--- src/shared/ibr_pkg.sv ---
// Package for the instrument bus remote-control block.
// Assumes an APB master on pclk and decoded interface messages as inputs.
package ibr_pkg;
  // ****************************************************
  // Register map (byte addresses)
  // ****************************************************
  localparam logic [7:0] IBR_CTRL_OFS = 8'h00;
  localparam logic [7:0] IBR_STAT_OFS = 8'h04;
  localparam logic [7:0] IBR_SRE_OFS = 8'h08;
  localparam logic [7:0] IBR_ARM_OFS = 8'h0c;
  localparam logic [7:0] IBR_PRM_OFS = 8'h10;
  localparam logic [7:0] IBR_RES_OFS = 8'h14;
  // ****************************************************
  // Field positions
  // ****************************************************
  localparam int IBR_CTRL_BUSTRIG = 0;
  localparam int IBR_CTRL_ADDR_LO = 1;
  localparam int IBR_ST_REMOTE = 0;
  localparam int IBR_ST_LLO = 1;
  localparam int IBR_ST_TALK = 2;
  localparam int IBR_ST_LISTEN = 3;
  localparam int IBR_ST_SRQ = 4;
  localparam int IBR_RES_VALID = 8;
  localparam int IBR_RES_KIND = 9;
  // ****************************************************
  // Reset values and limits (arm timer in milliseconds)
  // ****************************************************
  localparam logic [4:0] IBR_ADDR_RST = 5'h0e;
  localparam logic [7:0] IBR_SRE_RST = 8'h00;
  localparam logic [31:0] IBR_ARM_DEF = 32'h0000_0064;
  localparam logic [31:0] IBR_ARM_MIN = 32'h0000_0001;
  localparam logic [31:0] IBR_ARM_MAX = 32'h3b9a_c9ff;
  localparam int IBR_IFC_MIN_US = 100;
  localparam int IBR_CLK_MHZ = 25;
  localparam int IBR_IFC_CYC = IBR_IFC_MIN_US * IBR_CLK_MHZ;
  // ****************************************************
  // Parser characters
  // ****************************************************
  localparam logic [7:0] IBR_CH_SP = 8'h20;
  localparam logic [7:0] IBR_CH_HASH = 8'h23;
  localparam logic [7:0] IBR_CH_LF = 8'h0a;
  localparam logic [7:0] IBR_CH_0 = 8'h30;
  localparam logic [7:0] IBR_CH_A = 8'h41;
  localparam logic [7:0] IBR_CASE = 8'hdf;
  // Parameter kinds reported in the result register
  typedef enum logic [2:0] {
    IBR_K_NONE, IBR_K_BOOL, IBR_K_NDN, IBR_K_DEF, IBR_K_MIN, IBR_K_MAX,
    IBR_K_ERR
  } ibr_kind_t;
  typedef enum {
    IBR_P_WORD, IBR_P_GAP, IBR_P_RADIX, IBR_P_DIGITS, IBR_P_NAME
  } ibr_pstate_t;
endpackage

--- src/hw/ibr_remote.sv ---
// Remote-control state, bus messages and parameter parser of an instrument.
// Assumes interface messages arrive decoded as one-cycle pulses on pclk;
// front-panel keys and the parser byte stream come from pclk logic too.
`timescale 1ns/1ps
module ibr_remote
  import ibr_pkg::*;
(
  input wire logic pclk,
  input wire logic presetn,
  input wire logic psel,
  input wire logic penable,
  input wire logic pwrite,
  input wire logic [7:0] paddr,
  input wire logic [31:0] pwdata,
  output logic [31:0] prdata,
  output logic pready,
  output logic pslverr,
  input wire logic ren_pin,
  input wire logic ifc_pin,
  input wire logic msg_llo,
  input wire logic msg_gtl,
  input wire logic msg_dcl,
  input wire logic msg_sdc,
  input wire logic msg_get,
  input wire logic msg_spe,
  input wire logic msg_spd,
  input wire logic msg_unt,
  input wire logic msg_unl,
  input wire logic msg_mla_any,
  input wire logic [4:0] msg_mla_addr,
  input wire logic msg_mta_any,
  input wire logic [4:0] msg_mta_addr,
  input wire logic poll_byte_read,
  input wire logic [7:0] status_cond,
  input wire logic key_local,
  input wire logic key_other,
  input wire logic [7:0] rx_byte,
  input wire logic rx_valid,
  output logic remote_state_indicator,
  output logic talk_indicator,
  output logic listener_active_indicator,
  output logic srq_indicator,
  output logic srq_out,
  output logic poll_active,
  output logic [7:0] poll_byte,
  output logic lockout,
  output logic key_accept,
  output logic configure_pulse,
  output logic display_restore,
  output logic device_clear,
  output logic trigger_event
);
  // ****************************************************
  // Pin synchronisers
  // ****************************************************
  logic ren_s1_reg, ren_reg, ifc_s1_reg, ifc_reg;
  always_ff @(posedge pclk or negedge presetn) begin
    if (!presetn) begin
      ren_s1_reg <= 1'b0;
      ren_reg <= 1'b0;
      ifc_s1_reg <= 1'b0;
      ifc_reg <= 1'b0;
    end else begin
      ren_s1_reg <= ren_pin;
      ren_reg <= ren_s1_reg;
      ifc_s1_reg <= ifc_pin;
      ifc_reg <= ifc_s1_reg;
    end
  end

  // ****************************************************
  // Registers
  // ****************************************************
  logic [31:0] ctrl_reg, arm_reg;
  logic [7:0] sre_reg;
  logic [31:0] prm_reg;
  logic [2:0] kind_reg;
  logic res_valid_reg;
  logic [4:0] my_addr;
  logic bus_trig_sel;
  assign my_addr = ctrl_reg[IBR_CTRL_ADDR_LO +: 5];
  assign bus_trig_sel = ctrl_reg[IBR_CTRL_BUSTRIG];

  logic wr_en, rd_en;
  assign wr_en = psel && penable && pwrite;
  assign rd_en = psel && penable && !pwrite;
  assign pready = 1'b1;
  logic addr_ok;
  always_comb begin
    unique case (paddr)
      IBR_CTRL_OFS, IBR_STAT_OFS, IBR_SRE_OFS, IBR_ARM_OFS,
      IBR_PRM_OFS, IBR_RES_OFS: addr_ok = 1'b1;
      default: addr_ok = 1'b0;
    endcase
  end
  assign pslverr = psel && penable && !addr_ok;

  logic listen_reg, talk_reg, remote_reg, llo_reg, srq_reg;
  logic [31:0] stat_word;
  always_comb begin
    stat_word = 32'h0000_0000;
    stat_word[IBR_ST_REMOTE] = remote_reg;
    stat_word[IBR_ST_LLO] = llo_reg;
    stat_word[IBR_ST_TALK] = talk_reg;
    stat_word[IBR_ST_LISTEN] = listen_reg;
    stat_word[IBR_ST_SRQ] = srq_reg;
  end

  always_ff @(posedge pclk or negedge presetn) begin
    if (!presetn) begin
      prdata <= 32'h0000_0000;
    end else if (psel && !penable && !pwrite) begin
      unique case (paddr)
        IBR_CTRL_OFS: prdata <= ctrl_reg;
        IBR_STAT_OFS: prdata <= stat_word;
        IBR_SRE_OFS: prdata <= {24'h00_0000, sre_reg};
        IBR_ARM_OFS: prdata <= arm_reg;
        IBR_PRM_OFS: prdata <= prm_reg;
        IBR_RES_OFS: prdata <= {20'h0_0000, kind_reg, res_valid_reg,
                                8'h00};
        default: prdata <= 32'h0000_0000;
      endcase
    end
  end

  // Settings live here: no bus message touches them (device clear, IFC)
  logic nd_done, name_done;
  logic [2:0] name_kind;
  always_ff @(posedge pclk or negedge presetn) begin
    if (!presetn) begin
      ctrl_reg <= {26'h000_0000, IBR_ADDR_RST, 1'b0};
    end else if (wr_en && paddr == IBR_CTRL_OFS) begin
      ctrl_reg <= pwdata;
    end
  end
  always_ff @(posedge pclk or negedge presetn) begin
    if (!presetn) begin
      sre_reg <= IBR_SRE_RST;
    end else if (wr_en && paddr == IBR_SRE_OFS) begin
      sre_reg <= pwdata[7:0];
    end else if (nd_done) begin
      sre_reg <= prm_reg[7:0];
    end
  end
  always_ff @(posedge pclk or negedge presetn) begin
    if (!presetn) begin
      arm_reg <= IBR_ARM_DEF;
    end else if (wr_en && paddr == IBR_ARM_OFS) begin
      if (pwdata < IBR_ARM_MIN) arm_reg <= IBR_ARM_MIN;
      else if (pwdata > IBR_ARM_MAX) arm_reg <= IBR_ARM_MAX;
      else arm_reg <= pwdata;
    end else if (name_done) begin
      unique case (name_kind)
        IBR_K_DEF: arm_reg <= IBR_ARM_DEF;
        IBR_K_MIN: arm_reg <= IBR_ARM_MIN;
        IBR_K_MAX: arm_reg <= IBR_ARM_MAX;
        default: arm_reg <= arm_reg;
      endcase
    end
  end

  // ****************************************************
  // Interface state machine
  // ****************************************************
  logic own_mla, own_mta;
  assign own_mla = msg_mla_any && msg_mla_addr == my_addr;
  assign own_mta = msg_mta_any && msg_mta_addr == my_addr;

  always_ff @(posedge pclk or negedge presetn) begin
    if (!presetn) begin
      listen_reg <= 1'b0;
    end else if (ifc_reg || msg_unl || own_mta) begin
      listen_reg <= 1'b0;
    end else if (own_mla) begin
      listen_reg <= 1'b1;
    end
  end
  always_ff @(posedge pclk or negedge presetn) begin
    if (!presetn) begin
      talk_reg <= 1'b0;
    end else if (ifc_reg || msg_unt || own_mla) begin
      talk_reg <= 1'b0;
    end else if (own_mta) begin
      talk_reg <= 1'b1;
    end
  end
  logic local_ok;
  assign local_ok = key_local && remote_reg && !llo_reg;
  always_ff @(posedge pclk or negedge presetn) begin
    if (!presetn) begin
      remote_reg <= 1'b0;
    end else if (ifc_reg || !ren_reg || msg_gtl || local_ok) begin
      remote_reg <= 1'b0;
    end else if (own_mla) begin
      remote_reg <= 1'b1;
    end
  end
  // Lockout is released only by go-to-local or REN falling
  always_ff @(posedge pclk or negedge presetn) begin
    if (!presetn) begin
      llo_reg <= 1'b0;
    end else if (msg_gtl || !ren_reg) begin
      llo_reg <= 1'b0;
    end else if (msg_llo) begin
      llo_reg <= 1'b1;
    end
  end

  // ****************************************************
  // Clear, trigger, poll, service request
  // ****************************************************
  logic poll_reg;
  logic [7:0] stb;
  logic srq_cause;
  assign srq_cause = |(status_cond & sre_reg);
  always_comb begin
    stb = status_cond;
    stb[6] = srq_reg;
  end
  always_ff @(posedge pclk or negedge presetn) begin
    if (!presetn) begin
      srq_reg <= 1'b0;
    end else if (!srq_cause) begin
      srq_reg <= 1'b0;
    end else if (!srq_reg) begin
      srq_reg <= 1'b1;
    end else if (poll_byte_read) begin
      srq_reg <= 1'b0;
    end
  end
  always_ff @(posedge pclk or negedge presetn) begin
    if (!presetn) begin
      poll_reg <= 1'b0;
      poll_byte <= 8'h00;
    end else begin
      if (msg_spe) poll_reg <= 1'b1;
      else if (msg_spd || ifc_reg) poll_reg <= 1'b0;
      if (msg_spe) poll_byte <= stb;
    end
  end
  always_ff @(posedge pclk or negedge presetn) begin
    if (!presetn) begin
      device_clear <= 1'b0;
      trigger_event <= 1'b0;
      configure_pulse <= 1'b0;
      display_restore <= 1'b0;
    end else begin
      device_clear <= msg_dcl || (msg_sdc && listen_reg);
      trigger_event <= msg_get && bus_trig_sel;
      configure_pulse <= key_local && !remote_reg && !llo_reg;
      display_restore <= local_ok;
    end
  end
  assign remote_state_indicator = remote_reg;
  assign talk_indicator = talk_reg;
  assign listener_active_indicator = listen_reg;
  assign srq_indicator = srq_reg;
  assign srq_out = srq_reg;
  assign poll_active = poll_reg;
  assign lockout = llo_reg;
  assign key_accept = key_other && !remote_reg && !llo_reg;

  // ****************************************************
  // Parameter parser
  // ****************************************************
  // Word bytes are skipped, so optional words never change meaning
  ibr_pstate_t pst_reg;
  logic [1:0] radix_reg; // 0 bin, 1 hex, 2 oct
  logic [7:0] up, nm0_reg, nm1_reg;
  logic [3:0] dig;
  logic dig_ok;
  assign up = rx_byte & IBR_CASE;
  always_comb begin
    dig = 4'h0;
    dig_ok = 1'b0;
    if (rx_byte >= IBR_CH_0 && rx_byte < IBR_CH_0 + 8'h0a) begin
      dig = 4'(rx_byte - IBR_CH_0);
      dig_ok = (radix_reg == 2'd1) || (radix_reg == 2'd2 && dig < 4'h8)
               || dig < 4'h2;
    end else if (radix_reg == 2'd1 && up >= IBR_CH_A && up < IBR_CH_A + 8'h06)
    begin
      dig = 4'(up - IBR_CH_A + 8'h0a);
      dig_ok = 1'b1;
    end
  end
  logic eom;
  assign eom = rx_valid && (rx_byte == IBR_CH_LF);
  assign nd_done = eom && pst_reg == IBR_P_DIGITS;
  assign name_done = eom && pst_reg == IBR_P_NAME;
  always_comb begin
    name_kind = IBR_K_ERR;
    if (nm0_reg == "D" && nm1_reg == "E") name_kind = IBR_K_DEF;
    else if (nm0_reg == "M" && nm1_reg == "I") name_kind = IBR_K_MIN;
    else if (nm0_reg == "M" && nm1_reg == "A") name_kind = IBR_K_MAX;
    else if (nm0_reg == "O" && nm1_reg == "N") name_kind = IBR_K_BOOL;
    else if (nm0_reg == "O" && nm1_reg == "F") name_kind = IBR_K_BOOL;
  end
  always_ff @(posedge pclk or negedge presetn) begin
    if (!presetn) begin
      pst_reg <= IBR_P_WORD;
      radix_reg <= 2'd0;
      nm0_reg <= 8'h00;
      nm1_reg <= 8'h00;
      prm_reg <= 32'h0000_0000;
      kind_reg <= IBR_K_NONE;
      res_valid_reg <= 1'b0;
    end else if (device_clear) begin
      // Synchronous flush: an async-style clear here would glitch
      pst_reg <= IBR_P_WORD;
      radix_reg <= 2'd0;
      nm0_reg <= 8'h00;
      nm1_reg <= 8'h00;
      prm_reg <= 32'h0000_0000;
      kind_reg <= IBR_K_NONE;
      res_valid_reg <= 1'b0;
    end else if (rx_valid) begin
      unique case (pst_reg)
        IBR_P_WORD: if (rx_byte == IBR_CH_SP) pst_reg <= IBR_P_GAP;
        IBR_P_GAP: begin
          nm0_reg <= up;
          nm1_reg <= 8'h00;
          prm_reg <= 32'h0000_0000;
          if (rx_byte == IBR_CH_HASH) pst_reg <= IBR_P_RADIX;
          else if (rx_byte == "0" || rx_byte == "1") begin
            prm_reg <= {31'h0, rx_byte[0]};
            kind_reg <= IBR_K_BOOL;
            res_valid_reg <= 1'b1;
            pst_reg <= IBR_P_WORD;
          end else if (rx_byte != IBR_CH_SP) pst_reg <= IBR_P_NAME;
        end
        IBR_P_RADIX: begin
          pst_reg <= IBR_P_DIGITS;
          if (up == "B") radix_reg <= 2'd0;
          else if (up == "H") radix_reg <= 2'd1;
          else if (up == "Q") radix_reg <= 2'd2;
          else pst_reg <= IBR_P_WORD;
        end
        IBR_P_DIGITS: begin
          if (eom) begin
            kind_reg <= IBR_K_NDN;
            res_valid_reg <= 1'b1;
            pst_reg <= IBR_P_WORD;
          end else if (dig_ok) begin
            unique case (radix_reg)
              2'd0: prm_reg <= {prm_reg[30:0], dig[0]};
              2'd1: prm_reg <= {prm_reg[27:0], dig};
              default: prm_reg <= {prm_reg[28:0], dig[2:0]};
            endcase
          end
        end
        IBR_P_NAME: begin
          if (eom) begin
            kind_reg <= name_kind;
            prm_reg <= {31'h0, nm0_reg == "O" && nm1_reg == "N"};
            res_valid_reg <= 1'b1;
            pst_reg <= IBR_P_WORD;
          end else if (nm1_reg == 8'h00) nm1_reg <= up;
        end
      endcase
    end
  end

  // ****************************************************
  // Checks
  // ****************************************************
  remote_needs_mla_a: assert property (@(posedge pclk) disable iff (!presetn)
    $rose(remote_reg) |-> $past(own_mla) && $past(ren_reg))
    else $error("remote entered without own listen address");
  talk_any_state_a: assert property (@(posedge pclk) disable iff (!presetn)
    own_mta && !ifc_reg && !msg_unt && !own_mla |=> talk_reg)
    else $error("talker not activated");
  key_gate_a: assert property (@(posedge pclk) disable iff (!presetn)
    remote_reg |-> !key_accept)
    else $error("key accepted in remote");
  ifc_idle_a: assert property (@(posedge pclk) disable iff (!presetn)
    ifc_reg |=> !talk_reg && !listen_reg && !remote_reg)
    else $error("interface clear not obeyed");
  lockout_hold_a: assert property (@(posedge pclk) disable iff (!presetn)
    llo_reg && remote_reg && key_local && ren_reg && !msg_gtl && !ifc_reg
    |=> remote_reg)
    else $error("local key worked under lockout");
  gtl_local_a: assert property (@(posedge pclk) disable iff (!presetn)
    msg_gtl |=> !remote_reg && !llo_reg)
    else $error("go to local ignored");
  dcl_clear_a: assert property (@(posedge pclk) disable iff (!presetn)
    msg_dcl |=> device_clear ##1 pst_reg == IBR_P_WORD)
    else $error("device clear missed");
  sdc_addr_a: assert property (@(posedge pclk) disable iff (!presetn)
    msg_sdc && !msg_dcl && !listen_reg |=> !device_clear)
    else $error("selective clear while unaddressed");
  get_source_a: assert property (@(posedge pclk) disable iff (!presetn)
    trigger_event |-> $past(msg_get) && $past(bus_trig_sel))
    else $error("trigger without bus source");
  poll_byte_a: assert property (@(posedge pclk) disable iff (!presetn)
    msg_spe |=> poll_active && poll_byte == $past(stb))
    else $error("poll byte not loaded");
  srq_hold_a: assert property (@(posedge pclk) disable iff (!presetn)
    srq_reg && srq_cause && !poll_byte_read |=> srq_reg)
    else $error("service request dropped early");
  listen_idle_a: assert property (@(posedge pclk) disable iff (!presetn)
    msg_unl || own_mta |=> !listen_reg)
    else $error("listener not idled");
  arm_range_a: assert property (@(posedge pclk) disable iff (!presetn)
    arm_reg >= IBR_ARM_MIN && arm_reg <= IBR_ARM_MAX)
    else $error("arm timer out of range");
  remote_cov_c: cover property (@(posedge pclk) $rose(remote_reg));
  poll_cov_c: cover property (@(posedge pclk) msg_spe ##[1:20] msg_spd);
  ndn_cov_c: cover property (@(posedge pclk) nd_done);
  name_cov_c: cover property (@(posedge pclk) name_done);
endmodule

--- config.mk ---
export PLATFORM = sky130hd
export DESIGN_NAME = ibr_remote
export DESIGN_NICKNAME = d
export VERILOG_FILES = /design/src/shared/ibr_pkg.sv /design/src/hw/ibr_remote.sv
export SDC_FILE = /design/constraint.sdc
export NUM_CORES = 1
export LEC_CHECK = 0
export BUFFER_PORTS_ARGS = -buffer_cell sky130_fd_sc_hd__buf_2
export CAP_MARGIN = 40
export CORE_MARGIN = 2
export CORE_UTILIZATION = 40
export CTS_CLUSTER_SIZE = 16
export DETAILED_ROUTE_END_ITERATION = 16
export PLACE_DENSITY = 0.71
export SYNTH_ARGS = -nofsm -noshare
export SYNTH_HDL_FRONTEND = slang
export SYNTH_SLANG_ARGS = --single-unit
--- constraint.sdc ---
create_clock -name pclk -period 3.05 [get_ports pclk]
set_input_delay 0.1525 -clock pclk [delete_from_list [all_inputs] [get_ports pclk]]
set_output_delay 0.1525 -clock pclk [all_outputs]
set_load 0.01 [all_outputs]
== Word level (Yosys, flattened, before mapping) ==
Index checks and enable logic that the tools add are counted.

* Output and inout bits: 54
* Flip-flop bits (word level): 212
* Input bits: 88

* Bitwise logic cells: 1
* Mux-type cells: 77
* Equality and inequality tests: 46
* $add $sub $neg: 3
* Order comparisons: 8
* Reductions and logical operators: 79

{| class="wikitable"
|+ Operator list
! kind !! number
|-
| $mux W32 || 16
|-
| $pmux W32 S3 || 2
|-
| $pmux W32 S6 || 1
|-
| $pmux W32 S4 || 1
|-
| $mux W8 || 9
|-
| $eq A32 B2 Y1 const B || 2
|-
| $eq A32 B3 Y1 const B || 2
|-
| $eq A8 B7 Y1 const B || 8
|-
| $pmux W32 S2 || 1
|-
| $mux W3 || 11
|-
| $eq A32 B1 Y1 const B || 1
|-
| $eq A32 B4 Y1 const B || 1
|-
| $eq A8 B6 Y1 const B || 4
|-
| $gt A32 B30 Y1 const B || 1
|-
| $logic_not A32 Y1 || 1
|-
| $lt A32 B1 Y1 const B || 1
|-
| $logic_and A1 B1 Y1 || 30
|-
| $ne A3 B3 Y1 const B || 9
|-
| $eq A8 B4 Y1 const B || 3
|-
| $mux W1 || 22
|-
| $eq A7 B6 Y1 const B || 3
|-
| $reduce_bool A2 Y1 || 10
|-
| $mux W2 || 9
|-
| $eq A8 B5 Y1 const B || 2
|-
| other kinds (36) || 64
|}

== Logic depth before layout (Yosys ltp) ==
* Word-level depth: 11
* Gate-level depth with buffers: 9
* Gate-level depth less buffers: 7

== Least setup slack after synthesis ==
Ideal clock, no wire load.

* Path type: flip-flop to flip-flop
* Start point: reg nm1_reg[4]
* End point: reg arm_reg[15]
* Data required time: 2929 ps
* Cell stages (with the launch flop): 9
* Library setup time: 121 ps
* Setup slack: 696 ps
* Clock period less this slack: 2354 ps
* Path buffers: 3
* Data arrival time: 2233 ps
* Cells stage by stage: dfrtp_1 or4_1 or4_1 buf_2 o22a_1 o21a_1 buf_6 buf_8 o22a_1

* Word-level cells in the longest chain between the ends: 11
* Elaborated cells on any way between the ends: 23

{| class="wikitable"
|+ RTL lines
! item !! RTL line !! RTL
|-
| start: declaration || ibr_remote.sv:269 || <nowiki>logic [7:0] up, nm0_reg, nm1_reg;</nowiki>
|-
| start signal: assignment || ibr_remote.sv:357 || <nowiki>end else if (nm1_reg == 8'h00) nm1_reg <= up;</nowiki>
|-
| $eq A8 B7 Y1 || ibr_remote.sv:296 || <nowiki>else if (nm0_reg == "O" && nm1_reg == "F") name_kind = IBR_K_BOOL;</nowiki>
|-
| $logic_and A1 B1 Y1 || ibr_remote.sv:296 ||
|-
| $mux W3 || ibr_remote.sv:296 ||
|-
| $mux W3 || ibr_remote.sv:295 || <nowiki>else if (nm0_reg == "O" && nm1_reg == "N") name_kind = IBR_K_BOOL;</nowiki>
|-
| $mux W3 || ibr_remote.sv:294 || <nowiki>else if (nm0_reg == "M" && nm1_reg == "A") name_kind = IBR_K_MAX;</nowiki>
|-
| $mux W3 || ibr_remote.sv:293 || <nowiki>else if (nm0_reg == "M" && nm1_reg == "I") name_kind = IBR_K_MIN;</nowiki>
|-
| $mux W3 * || ibr_remote.sv:292 || <nowiki>if (nm0_reg == "D" && nm1_reg == "E") name_kind = IBR_K_DEF;</nowiki>
|-
| $eq A3 B3 Y1 / $eq A3 B2 Y1 (equally long branches) || ibr_remote.sv:153 || <nowiki>unique case (name_kind)</nowiki>
|-
| $pmux W32 S3 || ibr_remote.sv:153 ||
|-
| $mux W32 || ibr_remote.sv:152 || <nowiki>end else if (name_done) begin</nowiki>
|-
| $mux W32 || ibr_remote.sv:148 || <nowiki>end else if (wr_en && paddr == IBR_ARM_OFS) begin</nowiki>
|-
| end signal: assignment || ibr_remote.sv:151 || <nowiki>else arm_reg <= pwdata;</nowiki>
|-
| end signal: assignment || ibr_remote.sv:157 || <nowiki>default: arm_reg <= arm_reg;</nowiki>
|-
| end: declaration || ibr_remote.sv:74 || <nowiki>logic [31:0] ctrl_reg, arm_reg;</nowiki>
|}

Mark *: on every way between the ends. The rest lies on a longest branch, timed or not. The select of a mux whose other input is x is not followed.
A chain may end at the register's enable or synchronous reset.

== Final worst setup path ==
* Start point: reg nm1_reg[4]
* End point: reg arm_reg[4]

Same word-level chain as after synthesis.

==> results.txt <==
----------------------------------------------------
[Outcome]
  Outcome ... finished, final reports clean

[Finish]
  Util after Layout ... 0.489
  Area Growth Syn to Fin ... 20.0%
  Final Net Count ... 1133
  Most common cell after layout, fill and taps aside ... sky130_fd_sc_hd__dfrtp_1
  Fin area ... 11000 um2
  Diodes inserted ... 0
  Commonest non-fill, non-tap cells in the layout ... 175 x sky130_fd_sc_hd__dfrtp_1, 139 x sky130_fd_sc_hd__buf_2, 83 x sky130_fd_sc_hd__nor2_1, 53 x sky130_fd_sc_hd__nand2_1, 50 x sky130_fd_sc_hd__o21ai_0
  Share of final-layout standard cells stronger than drive strength 1 ... 0.256
  Filler-free cell count of the finished design ... 1338

[STA]
  Slew @ Worst Pin ... 0.820 ns
  Worst clock skew ... 0.0119 ns
  Pins over their slew limit ... 0
  Post-route setup TNS ... 0 ns
  Final Critical Period ... 2.65 ns
  Unrepaired setup endpoints after global routing ... no
  Final setup violation count ... 0
  Worst rel slew slack ... 0.445
  Final Hold Viols ... 0
  Highest Clock Rate ... 377 MHz
  Final worst-path cycle share ... 0.870

[Worst setup path]
  Worst R2R Path Depth ... 5
  Setup Crit Path Kind ... register to register
  Destination of the worst register-to-register timing path ... arm_reg[4]
  Most frequent cell on the critical path ... sky130_fd_sc_hd__or4_1
  Delay of the slowest cell on the worst path ... 0.62 ns
  Critical Path AT ... 2.98 ns
  Kind of start point of the critical path ... register
  Reg-to-reg startpoint ... nm1_reg[4]
  Data required time of the critical path ... 3.37 ns
  Worst-path cell chain ... or4_1 -> or4_1 -> o22a_1 -> o21a_1 -> o22a_2
  Worst Setup SP ... nm1_reg[4]
  Largest fanout of any net on the critical path ... 17
  Crit path capture type ... register
  Cell with the largest stage delay on the worst path ... sky130_fd_sc_hd__or4_1
  R2R setup slack ... 0.40 ns
  Capture point of the critical path ... arm_reg[4]

[Routing]
  Wire length the detailed router placed on met1 ... 11200 um
  Vias per cell ... 5.89
  Met2 WL post-DR ... 12400 um
  Routed via count ... 7886
  Routed WL per cell ... 19.2 um
  Met3 wire length ... 1590 um
  Post-DRT Antenna Nets ... 0
  Post-detailed-routing wire length ... 25700 um
  Drt initial violations ... 651
  Uppermost metal layer occupied by signal nets ... met4
  Total DRC errors in the routed layout ... 0
  Number of optimization iterations in the first detailed-route pass ... 7

[Yosys]
  Synth unique cells ... 72
  Mean instance size in the synthesized netlist ... 10.3 um2
  Synth Register Bits ... 181
  Total number of yosys warnings ... 0
  Cells after synthesis ... 895
  FFs w/ async S/R, synth ... 1.00
  Predominant post-synthesis flop cell ... sky130_fd_sc_hd__dfrtp_1
  Combined area of all synthesized cells ... 9190 um2
  Syn Nets ... 987
  Number of enable-type register cells in the synthesized netlist ... 0
  Post-synthesis sequential area ratio ... 0.493

[Global route]
  Initial antenna violation count ... 0
  Pin count of the biggest net entering global routing ... 89
  Overall Global Routing Usage ... 0.216
  Leftover overflow at the end of global routing ... 0
  First-pass GRT wire length ... 41200 um
  Number of global-route vias before repair ... 7617

[Placed design]
  Routability-driven placement congestion ratio ... 0.871
  Number of I/O port buffers ... 140
  Instance area at placement ... 10200 um2
  Post-DP HPWL ... 17700 um
  Placed instance count ... 1279

[CTS]
  Number of hold buffers added after CTS ... 28
  Count of H-tree levels built during CTS ... 4
  Skew-Pair Late Insertion Delay ... 0.44 ns
  Bufs on Longest Clock Path ... 2
  Total clock buffers created by CTS ... 17
  Num Clock Sinks ... 181
  CTS root buf ... sky130_fd_sc_hd__clkbuf_16
  Register clock-pin slew on the reported worst setup and hold paths ... 0.07 ns
  Count of cells resized by post-cts repair ... 0
  Clock tree from TritonCTS ... yes
  Post-CTS Setup Repair Bufs ... 0

[Die]
  Number of ports placed on the die boundary ... 142
  Initial core utilization ... 0.407
  Core region area ... 22600 um2
  Die X-Extent ... 156 um
  Area of the die ... 24200 um2
  Die outline height ... 156 um
  Number of placement rows ... 55

[Power and ir drop]
  Worst IR Drop VDD ... 0.000373 V
  Cell leakage power ... 0.00492 uW
  Total chip power ... 5250 uW
  Power density over the cells ... 476 nW/um2

[Worst hold path]
  Worst hold-check path type ... input pin to register

[Flow run]
  # Max-Cap Violations ... 0

----------------------------------------------------
==> power by group <==
part / switching, uW / internal [uW]
sequential: 68.4 / 2480
combinational: 333 / 241
clock: 958 / 1170
total: 1360 / 3890
==> layout make-up <==
class / instances / area, um2
Clock buffer: 20 / 457
Clock inverter: 11 / 100
Fill cell: 2037 / 11500
Inverter: 42 / 158
Multi-Input combinational cell: 607 / 4230
Sequential cell: 181 / 4540
Tap cell: 285 / 357
Timing Repair Buffer: 192 / 1190
==> layer usage <==
| layer | up-vias | global-route usage |
|---|---|---|
| met5 | - | 0 |
| met4 | 0 | 0.0725 |
| met3 | 34 | 0.0400 |
| met2 | 291 | 0.351 |
| met1 | 3931 | 0.292 |
| li1 | 3630 | - |
==> worst min path at each step <==
stage / from / end / slack [ns] / cells past startpoint
global route: pwdata[13] / ctrl_reg[13] / 0.01 / 2
floorplan: presetn / arm_reg[0] / -0.14 / 0
finish: pwdata[13] / ctrl_reg[13] / 0.007 / 2
CTS: pwdata[15] / ctrl_reg[15] / 0.0005 / 2
global placement: ifc_pin / ifc_s1_reg / 0.26 / 1
detailed placement: ifc_pin / ifc_s1_reg / 0.26 / 1
==> worst max-delay path, delay by kind of cell (launching register included) <==
kind / cells / cell delay, ns
AOI/OAI and AO/OA: 3 / 0.99
DFF: 1 / 0.38
and+or+nand+nor: 2 / 1.17
==> cells in the mapped netlist, types with 15 or more instances <==
cell / instances / share of area
sky130_fd_sc_hd__o21ai_0: 51 / 0.028
sky130_fd_sc_hd__dfrtp_1: 175 / 0.48
sky130_fd_sc_hd__nand2_1: 53 / 0.022
sky130_fd_sc_hd__mux2i_1: 40 / 0.044
sky130_fd_sc_hd__nor3_1: 15 / 0.0082
sky130_fd_sc_hd__nor2_1: 83 / 0.034
sky130_fd_sc_hd__mux2_2: 46 / 0.056
sky130_fd_sc_hd__inv_1: 42 / 0.017
sky130_fd_sc_hd__a21oi_1: 44 / 0.024
sky130_fd_sc_hd__clkbuf_1: 46 / 0.019
sky130_fd_sc_hd__o22ai_1: 29 / 0.020
sky130_fd_sc_hd__a211oi_1: 17 / 0.014
sky130_fd_sc_hd__a222oi_1: 24 / 0.026
==> cell families (layout without fill, tap and decap cells) <==
family / Yosys count / count (layout) / share of synthesized area
AOI/OAI and AO/OA: 262 / 262 / 0.202
and+or+nand+nor: 238 / 238 / 0.128
DFF: 181 / 181 / 0.493
buffers and inverters: 107 / 265 / 0.0478
muxes: 92 / 92 / 0.113
xor gates and xnor gates: 10 / 10 / 0.00953
adders and majority gates: 4 / 4 / 0.00544
other: 1 / 1 / 0.000408
==> per-stage QoR <==
step	setup WS, ns	hold slack (ns)
after detailed placement	0.450	0.263
final	0.397	0.00693
after floorplan	0.696	-0.143
after CTS	0.424	0.000514
after global routing	0.308	0.0115
after global placement	0.476	0.263
No activity file was read; power rests on OpenSTA's default activity.
